<file path="src/hdl/pin_mux_pkg.sv">
// Behaviour
// usart0 clock pin drives when direction bit set, receives when clear
// usart0 clock pin acts only in synchronous usart mode
// port b bit 0 feeds pin change source 8 and timer0 count input
// spi data overrides built from master and slave halves per pin
// port c bit 7 is timer osc pin two and pin change source 23
// port c bit 6 is timer osc pin one and pin change source 22
// port c bit 5 is jtag data in and pin change source 21
// port c bit 4 is jtag data out and pin change source 20
// port c bit 3 is jtag mode select and pin change source 19
// port c bit 2 is jtag clock and pin change source 18
// port c bit 1 is two-wire data line and pin change source 17
// port c bit 0 is two-wire clock line and pin change source 16
// spi slave forces clock pin input, pull-up from port bit and disable
// port b pin input enabled only with mask bit and group enable
package pin_mux_pkg;
   localparam int PB_WIDTH  = 8;
   localparam int PC_WIDTH  = 8;
   localparam int PB_SCK    = 7;
   localparam int PB_MISO   = 6;
   localparam int PB_MOSI   = 5;
   localparam int PB_XCK    = 0;
   localparam int PC_OSC_TWO = 7;
   localparam int PC_OSC_ONE = 6;
   localparam int PC_TDI    = 5;
   localparam int PC_TDO    = 4;
   localparam int PC_TMS    = 3;
   localparam int PC_TCK    = 2;
   localparam int PC_SDA    = 1;
   localparam int PC_SCL    = 0;
   localparam logic [7:0] PIN_RESET = 8'h00;

   // per-port override bundle, one bit per pin
   typedef struct packed {
      logic [7:0] pull_en;    // pull-up override enable
      logic [7:0] pull_val;   // pull-up override value
      logic [7:0] dir_en;     // direction override enable
      logic [7:0] dir_val;    // direction override value
      logic [7:0] drv_en;     // port value override enable
      logic [7:0] drv_val;    // port value override value
      logic [7:0] din_en;     // digital input enable
   } port_ovr_t;

   typedef struct packed {
      logic spi_unit_enable;
      logic spi_master_select;
      logic spi_master_out;
      logic spi_slave_out;
      logic spi_clock_out;
   } spi_ctl_t;

   typedef struct packed {
      logic jtag_enable;
      logic jtag_shift;      // shift ir or shift dr active
      logic jtag_data_out;
      logic twi_enable;
      logic twi_sda_out;
      logic twi_scl_out;
      logic async_timer;     // timer2 on its own oscillator
      logic ext_clock;       // external clock on oscillator pin
   } portc_ctl_t;
endpackage

</file>
<file path="src/hdl/port_b_c_alt_function_mux.sv">
module port_b_c_alt_function_mux (
   input  wire logic                    clk,          // system clock
   input  wire logic                    rstn,         // async reset, low
   input  wire logic [7:0]              portb_out,    // port b data bits
   input  wire logic [7:0]              portb_dir,    // port b direction
   input  wire logic [7:0]              portc_out,    // port c data bits
   input  wire logic [7:0]              pb_pin,       // port b pin levels
   input  wire logic [7:0]              pc_pin,       // port c pin levels
   input  wire logic                    global_pullup_disable, // pull-ups off
   input  wire logic                    usart0_sync_mode, // usart0 sync
   input  wire logic                    usart0_clk_out, // usart0 clock out
   input  wire logic [7:0]              portb_pc_mask, // pin change masks
   input  wire logic [7:0]              portc_pc_mask, // pin change masks
   input  wire logic                    portb_pin_change_group_enable, // grp
   input  wire logic                    portc_pc_group_enable, // group
   input  wire pin_mux_pkg::spi_ctl_t   spi_ctl,      // spi controls
   input  wire pin_mux_pkg::portc_ctl_t pc_ctl,       // port c controls
   output      pin_mux_pkg::port_ovr_t  pb_ovr,       // port b overrides
   output      pin_mux_pkg::port_ovr_t  pc_ovr,       // port c overrides
   output      logic [7:0]              pb_pc_src,    // sources 8..15
   output      logic [7:0]              pc_pc_src,    // sources 16..23
   output      logic                    timer0_count_input, // counter pin
   output      logic                    usart0_clk_in, // usart0 clock in
   output      logic                    usart0_ext_clock_pin_oe, // drive
   output      logic                    usart0_ext_clock_pin_o, // level
   output      logic                    spi_master_in, // spi master input
   output      logic                    spi_slave_in, // spi slave input
   output      logic                    spi_clock_in, // spi clock input
   output      logic                    jtag_tdi,     // test data in
   output      logic                    jtag_tms,     // test mode select
   output      logic                    jtag_tck,     // test clock
   output      logic                    twi_sda_in,   // two-wire data in
   output      logic                    twi_scl_in,   // two-wire clock in
   output      logic                    timer_osc_pin_one, // osc input
   output      logic                    timer_osc_pin_two  // osc output side
);
   import pin_mux_pkg::*;

   // pins are asynchronous: two flops before anything reads them
   logic [7:0] pb_s1_q, pb_s2_q, pc_s1_q, pc_s2_q;
   always_ff @(posedge clk or negedge rstn) begin
      if (!rstn) begin
         pb_s1_q <= PIN_RESET;
         pb_s2_q <= PIN_RESET;
         pc_s1_q <= PIN_RESET;
         pc_s2_q <= PIN_RESET;
      end else begin
         pb_s1_q <= pb_pin;
         pb_s2_q <= pb_s1_q;
         pc_s1_q <= pc_pin;
         pc_s2_q <= pc_s1_q;
      end
   end

   logic spi_slave, spi_master;
   assign spi_slave  = spi_ctl.spi_unit_enable & ~spi_ctl.spi_master_select;
   assign spi_master = spi_ctl.spi_unit_enable & spi_ctl.spi_master_select;

   port_ovr_t pb_d, pc_d;
   logic      pull_ok_b7;
   assign pull_ok_b7 = ~global_pullup_disable;

   always_comb begin
      pb_d = '0;
      // slave clock pin
      pb_d.pull_en[PB_SCK]  = spi_slave;
      pb_d.pull_val[PB_SCK] = portb_out[PB_SCK] & pull_ok_b7;
      pb_d.dir_en[PB_SCK]   = spi_slave;
      pb_d.drv_en[PB_SCK]   = spi_master;
      pb_d.drv_val[PB_SCK]  = spi_ctl.spi_clock_out;
      // data pin halves
      pb_d.pull_en[PB_MISO]  = spi_master;
      pb_d.pull_val[PB_MISO] = portb_out[PB_MISO] & pull_ok_b7;
      pb_d.dir_en[PB_MISO]   = spi_master;
      pb_d.drv_en[PB_MISO]   = spi_slave;
      pb_d.drv_val[PB_MISO]  = spi_ctl.spi_slave_out;
      pb_d.pull_en[PB_MOSI]  = spi_slave;
      pb_d.pull_val[PB_MOSI] = portb_out[PB_MOSI] & pull_ok_b7;
      pb_d.dir_en[PB_MOSI]   = spi_slave;
      pb_d.drv_en[PB_MOSI]   = spi_master;
      pb_d.drv_val[PB_MOSI]  = spi_ctl.spi_master_out;
      // usart clock direction in sync mode only
      pb_d.drv_en[PB_XCK]  = usart0_sync_mode & portb_dir[PB_XCK];
      pb_d.drv_val[PB_XCK] = usart0_clk_out;
      // input enable per mask and group enable
      pb_d.din_en = portb_pc_mask & {PB_WIDTH{portb_pin_change_group_enable}};
   end

   always_comb begin
      pc_d = '0;
      // oscillator pins
      pc_d.pull_en[PC_OSC_TWO] = pc_ctl.async_timer & pc_ctl.ext_clock;
      pc_d.dir_en[PC_OSC_TWO]  = pc_ctl.async_timer & pc_ctl.ext_clock;
      pc_d.din_en[PC_OSC_TWO]  = ~(pc_ctl.async_timer & pc_ctl.ext_clock) &
                                 (~portc_pc_mask[PC_OSC_TWO] |
                                  portc_pc_group_enable);
      pc_d.pull_en[PC_OSC_ONE] = pc_ctl.async_timer;
      pc_d.dir_en[PC_OSC_ONE]  = pc_ctl.async_timer;
      pc_d.din_en[PC_OSC_ONE]  = pc_ctl.async_timer ? pc_ctl.ext_clock : 1'b1;
      // jtag pins, pull-ups on, tdo driven while shifting
      pc_d.pull_en[PC_TDI:PC_TCK]  = {4{pc_ctl.jtag_enable}};
      pc_d.pull_val[PC_TDI:PC_TCK] = 4'hf;
      pc_d.dir_en[PC_TDI:PC_TCK]   = {4{pc_ctl.jtag_enable}};
      pc_d.dir_val[PC_TDO]         = pc_ctl.jtag_shift;
      pc_d.drv_en[PC_TDO]          = pc_ctl.jtag_enable;
      pc_d.drv_val[PC_TDO]         = pc_ctl.jtag_data_out;
      pc_d.din_en[PC_TDI:PC_TCK]   = {4{~pc_ctl.jtag_enable}};
      // two-wire lines
      pc_d.pull_en[PC_SDA:PC_SCL]  = {2{pc_ctl.twi_enable}};
      pc_d.pull_val[PC_SDA:PC_SCL] = portc_out[PC_SDA:PC_SCL] &
                                     {2{~global_pullup_disable}};
      pc_d.dir_en[PC_SDA:PC_SCL]   = {2{pc_ctl.twi_enable}};
      pc_d.drv_en[PC_SDA:PC_SCL]   = {2{pc_ctl.twi_enable}};
      pc_d.drv_val[PC_SDA]         = pc_ctl.twi_sda_out;
      pc_d.drv_val[PC_SCL]         = pc_ctl.twi_scl_out;
      pc_d.din_en[PC_SDA:PC_SCL]   = 2'h3;
   end

   always_ff @(posedge clk or negedge rstn) begin
      if (!rstn) begin
         pb_ovr <= '0;
         pc_ovr <= '0;
      end else begin
         pb_ovr <= pb_d;
         pc_ovr <= pc_d;
      end
   end

   // the usart clock pin: drive when direction bit set, else receive
   always_ff @(posedge clk or negedge rstn) begin
      if (!rstn) begin
         usart0_ext_clock_pin_oe <= 1'b0;
         usart0_ext_clock_pin_o  <= 1'b0;
         usart0_clk_in           <= 1'b0;
      end else begin
         // direction follows bit
         usart0_ext_clock_pin_oe <= usart0_sync_mode & portb_dir[PB_XCK];
         usart0_ext_clock_pin_o  <= usart0_sync_mode & portb_dir[PB_XCK] &
                                    usart0_clk_out;
         // only in sync mode
         usart0_clk_in <= usart0_sync_mode & ~portb_dir[PB_XCK] &
                          pb_s2_q[PB_XCK];
      end
   end

   // pin inputs to peripherals and pin-change sources
   always_ff @(posedge clk or negedge rstn) begin
      if (!rstn) begin
         pb_pc_src          <= PIN_RESET;
         pc_pc_src          <= PIN_RESET;
         timer0_count_input <= 1'b0;
         spi_master_in      <= 1'b0;
         spi_slave_in       <= 1'b0;
         spi_clock_in       <= 1'b0;
      end else begin
         // source 8 and timer0
         pb_pc_src          <= pb_s2_q & pb_d.din_en;
         timer0_count_input <= pb_s2_q[PB_XCK];
         // opposite-side data inputs
         spi_master_in <= pb_s2_q[PB_MISO];
         spi_slave_in  <= pb_s2_q[PB_MOSI];
         spi_clock_in  <= pb_s2_q[PB_SCK];
         // port c sources 16..23
         pc_pc_src <= pc_s2_q & portc_pc_mask &
                      {PC_WIDTH{portc_pc_group_enable}};
      end
   end

   always_ff @(posedge clk or negedge rstn) begin
      if (!rstn) begin
         jtag_tdi          <= 1'b0;
         jtag_tms          <= 1'b0;
         jtag_tck          <= 1'b0;
         twi_sda_in        <= 1'b0;
         twi_scl_in        <= 1'b0;
         timer_osc_pin_one <= 1'b0;
         timer_osc_pin_two <= 1'b0;
      end else begin
         // jtag inputs
         jtag_tdi <= pc_s2_q[PC_TDI];
         jtag_tms <= pc_s2_q[PC_TMS];
         jtag_tck <= pc_s2_q[PC_TCK];
         // two-wire inputs
         twi_sda_in <= pc_s2_q[PC_SDA];
         twi_scl_in <= pc_s2_q[PC_SCL];
         // oscillator pins as seen by the timer
         timer_osc_pin_one <= pc_s2_q[PC_OSC_ONE];
         timer_osc_pin_two <= pc_s2_q[PC_OSC_TWO];
      end
   end

   // assertions; the release edge still shows reset values, so checks that
   // expect a driven override start one edge later via the past reset level
   // direction follows bit
   a_xck_dir_follow: assert property (@(posedge clk) disable iff (!rstn)
      $past(rstn) && usart0_sync_mode |=>
         usart0_ext_clock_pin_oe == $past(portb_dir[PB_XCK]))
      else $error("usart clock pin direction wrong");
   // sync mode only
   a_xck_async_off: assert property (@(posedge clk) disable iff (!rstn)
      !usart0_sync_mode |=> !usart0_ext_clock_pin_oe && !usart0_clk_in)
      else $error("usart clock pin active outside sync mode");
   // counter pin path
   a_timer0_pin_path: assert property (@(posedge clk) disable iff (!rstn)
      $rose(pb_pin[PB_XCK]) ##1 pb_pin[PB_XCK] ##1 pb_pin[PB_XCK] |=>
         timer0_count_input)
      else $error("timer0 input missed pin level");
   // master data halves
   a_spi_master_data: assert property (@(posedge clk) disable iff (!rstn)
      $past(rstn) && spi_master |=>
         pb_ovr.drv_en[PB_MOSI] && !pb_ovr.drv_en[PB_MISO] &&
         pb_ovr.drv_val[PB_MOSI] == $past(spi_ctl.spi_master_out))
      else $error("spi master data override wrong");
   // test data out
   a_tdo_drive: assert property (@(posedge clk) disable iff (!rstn)
      $past(rstn) && pc_ctl.jtag_enable |=> pc_ovr.drv_en[PC_TDO] &&
         pc_ovr.drv_val[PC_TDO] == $past(pc_ctl.jtag_data_out))
      else $error("jtag data out not driven");
   // two-wire lines
   a_twi_lines: assert property (@(posedge clk) disable iff (!rstn)
      $past(rstn) && pc_ctl.twi_enable |=>
         pc_ovr.drv_en[PC_SDA:PC_SCL] == 2'h3)
      else $error("two-wire lines not overridden");
   // slave clock input
   a_sck_slave_in: assert property (@(posedge clk) disable iff (!rstn)
      $past(rstn) && spi_slave |=>
         pb_ovr.dir_en[PB_SCK] && !pb_ovr.dir_val[PB_SCK] &&
         pb_ovr.pull_val[PB_SCK] ==
            $past(portb_out[PB_SCK] & ~global_pullup_disable))
      else $error("spi clock pin not forced input");
   // group enable gate
   a_pc_src_gate: assert property (@(posedge clk) disable iff (!rstn)
      !portb_pin_change_group_enable |=> pb_pc_src == PIN_RESET)
      else $error("pin change source passed without group enable");
   c_spi_slave: cover property (@(posedge clk) disable iff (!rstn) spi_slave);
   c_xck_out: cover property (@(posedge clk) disable iff (!rstn)
      usart0_ext_clock_pin_oe);
   c_jtag_on: cover property (@(posedge clk) disable iff (!rstn)
      pc_ctl.jtag_enable && pc_ctl.jtag_shift);
endmodule

</file>
<file path="config.mk">
export PLATFORM = sky130hd
export DESIGN_NAME = port_b_c_alt_function_mux
export DESIGN_NICKNAME = d
export VERILOG_FILES = /design/src/hdl/pin_mux_pkg.sv /design/src/hdl/port_b_c_alt_function_mux.sv
export SDC_FILE = /design/constraint.sdc
export NUM_CORES = 1
export LEC_CHECK = 0
export BUFFER_PORTS_ARGS = -buffer_cell sky130_fd_sc_hd__buf_2
export CAP_MARGIN = 20
export CORE_MARGIN = 1
export CORE_UTILIZATION = 37
export DETAILED_ROUTE_END_ITERATION = 8
export GPL_ROUTABILITY_DRIVEN = 0
export PLACE_DENSITY = 0.72
export SLEW_MARGIN = 20
export SYNTH_ARGS = -nofsm -noshare
export SYNTH_HDL_FRONTEND = slang
export SYNTH_SLANG_ARGS = --single-unit
</file>
<file path="constraint.sdc">
create_clock -name clk -period 0.8 [get_ports clk]
set_input_delay 0.08 -clock clk [delete_from_list [all_inputs] [get_ports clk]]
set_output_delay 0.08 -clock clk [all_outputs]
set_load 0.01 [all_outputs]
</file>
==> flow_summary.ini <==
[cells_and_area]
num-fill-cells = 667
multi_input_area_um2 = 443
drive_above_1_share_pct = 45.3
area_growth_pct = 44.9
register_area_um2 = 2330
finalNonFillerCells = 512
final_nets = 477
post-route-util_pct = 56.0

[status]
outcome = finished, violations left
violations = setup timing

[route]
routed_via_density = 3.92
dr.first_iter.drc_count = 51
drc = 0
wire_per_inst_um = 11.7
final_antenna_net_count = 0
wl_um = 5970
vias = 2005
drtPass1Iterations = 4

[worst_setup_path]
critPathBufInv = 1
worst_path_dominant_cell_family = flip-flops
critPathMaxFanout = 6
slowest_delay_ns = 0.46
start_kind = flop
arrival_ns = 0.97
cpMaxStageDelayCell = dfrtp_2
cp-end-kind = output pin
path_cells = buf_2
cp.required_ns = 0.72
critPathKind = reg2out

[cts]
clock_latency_ns = 0.35
post_cts_buffers = 0
cts.path.max_buffers = 2
cts_sinks = 93
htreeDepth = 3
clock_tree.root_cell = clkbuf_8
cts_made_buffers = 9
clk_pin_slew_worst_paths_ns = 0.09
cts_tree = yes

[die]
die_y_um = 95.1
rows = 33
io_pins = 218
start_util_pct = 38.7
design.core.area_um2 = 8300
die_width_um = 95.1
dieArea_um2 = 9050

[yosys]
syn_area_um2 = 3210
yosys.area.top_type_share_pct = 72.5
avgSynthCellArea_um2 = 14.9
yosysMostFrequentCell = dfrtp_1
synth.area.top_cells = dfrtp_1 (73%), buf_4 (19%), and3_1 (2.1%)
synth-edff-count = 0
ys_types = 13
seq_area_frac_synth_pct = 72.5
syn_inst = 216
synth_flop_cell = dfrtp_1
synth_area_leader_cell = dfrtp_1
ys_warn_count = 0
synth-seq-cells = 93
ys_top_cells_by_count = dfrtp_1 (93), buf_4 (81), and3_1 (11)
async_flop_share_pct = 100

[global_routing]
antenna_found_initial = 1
grt_max_degree = 44
grt_pass1_wl_um = 8620
grt_pass1_vias = 1798
grtUsageTotal_pct = 13.3
grt_overflow = 0

[timing]
final-max-slew-violation-count = 0
fin_ws_ns = -0.247
fmaxAchievable_ghz = 0.955
finalCriticalPeriod_ns = 1.05
hold_viol_final = 0
skew_ns = 0.0131
setup_viol = 92
rsz0062_at_grt = true
period_share_pct = 131

[min_path]
holdCritPathClass = in2reg

[placement]
io_buffers = 149
place_inst = 440
hpwl_um = 4100

[flow_run]
maxCapViolations = 0

[power_and_ir_drop]
p_leak_nw = 2.50
power-per-cell-area_nw_per_um2 = 2100
ir_drop_mv = 0.911
==> final timing paths <==
check / from / endpoint / slack, ns / cells after the start
max in group asynchronous: rstn / pc_ovr[37] / 0.21 / 3
max reg2reg: pb_s2_q[0] / pb_pc_src[0] / 0.09 / 1
max: pc_ovr[1] / pc_ovr[42] / -0.25 / 1
min in group asynchronous: rstn / spi_slave_in / 0.13 / 2
min: portc_pc_group_enable / pc_ovr[7] / 0.05 / 3
min reg2reg: pc_s1_q[0] / pc_s2_q[0] / 0.34 / 0
==> through the flow <==
| step | setup WS (ns) | total power, W | hold slack (ns) | TNS [ns] | instance area, µm² |
|---|---|---|---|---|---|
| 2_1_floorplan | 0.0756 | 0.00568 | -0.216 | 0 | 3390 |
| 3_3_place_gp | 0.113 | 0.00589 | -0.0728 | 0 | 3700 |
| 3_5_place_dp | 0.0894 | 0.00591 | -0.0707 | 0 | 3700 |
| 4_1_cts | -0.262 | 0.00984 | 0.00691 | -16.79 | 4530 |
| 5_1_grt | -0.290 | 0.0102 | 0.0267 | -19.02 | 4650 |
| 6_report | -0.247 | 0.00975 | 0.0475 | -14.65 | 4650 |
==> layout by cell type (no fill, tap or decap), types with 5 or more instances in the layout <==
master and count:
and3_1 11, and2_1 5, buf_6 23, buf_2 125
dfrtp_1 89, nor2b_1 6, clkbuf_8 9, dlygate4sd3_1 55
and3_2 6, and2_2 6, conb_1 51
==> registers in the layout, indices dropped and copies added, names as in the netlist, 8 cells and up <==
register and count:
pb_pc_src 8, pb_s1_q 8, pb_ovr 18, pc_pc_src 8, pc_ovr 14, pb_s2_q 8
pc_s2_q 8, pc_s1_q 8
==> kinds of logic after synthesis <==
logic type      synth area share (%)
other cells                    0.234
simple gates                    7.56
buf+inv                         19.5
compound gates                 0.156
flops                           72.5
==> routing by layer <==
layer / vias up / GRT usage, % / part of all wire (%)
met5: - / 0 / 0
met4: 0 / 8.33 / 2.9
met3: 17 / 3.11 / 10
met2: 144 / 23.3 / 52
met1: 931 / 14.4 / 35
li1: 913 / - / -
==> where the power goes <==
group          switching (W)  leakage [nW]  internal, W
Sequential         0.0000924          1.13      0.00492
Combinational       0.000523          1.25     0.000560
Clock                0.00155         0.121      0.00210
Total                0.00216          2.50      0.00759
==> timing repair <==
| item | 4_1_cts | 5_1_grt |
|---|---|---|
| gates resized for setup | 6 | 22 |
| setup endpoints to repair | 92 | 93 |
| hold buffers | 55 | 0 |
| endpoints found under the hold margin | 157 | 0 |
==> cell type report <==
class | instances | share of cell area (%)
diodes | 1 | 0.0538
clock buffers | 10 | 2.74
clock inverters | 6 | 2.50
inverters | 2 | 0.161
multi-input cells | 88 | 9.52
flip-flops and latches | 93 | 50.1
well taps | 105 | 2.82
repair buffers | 207 | 32.0
(Power assumes the default switching activity.)
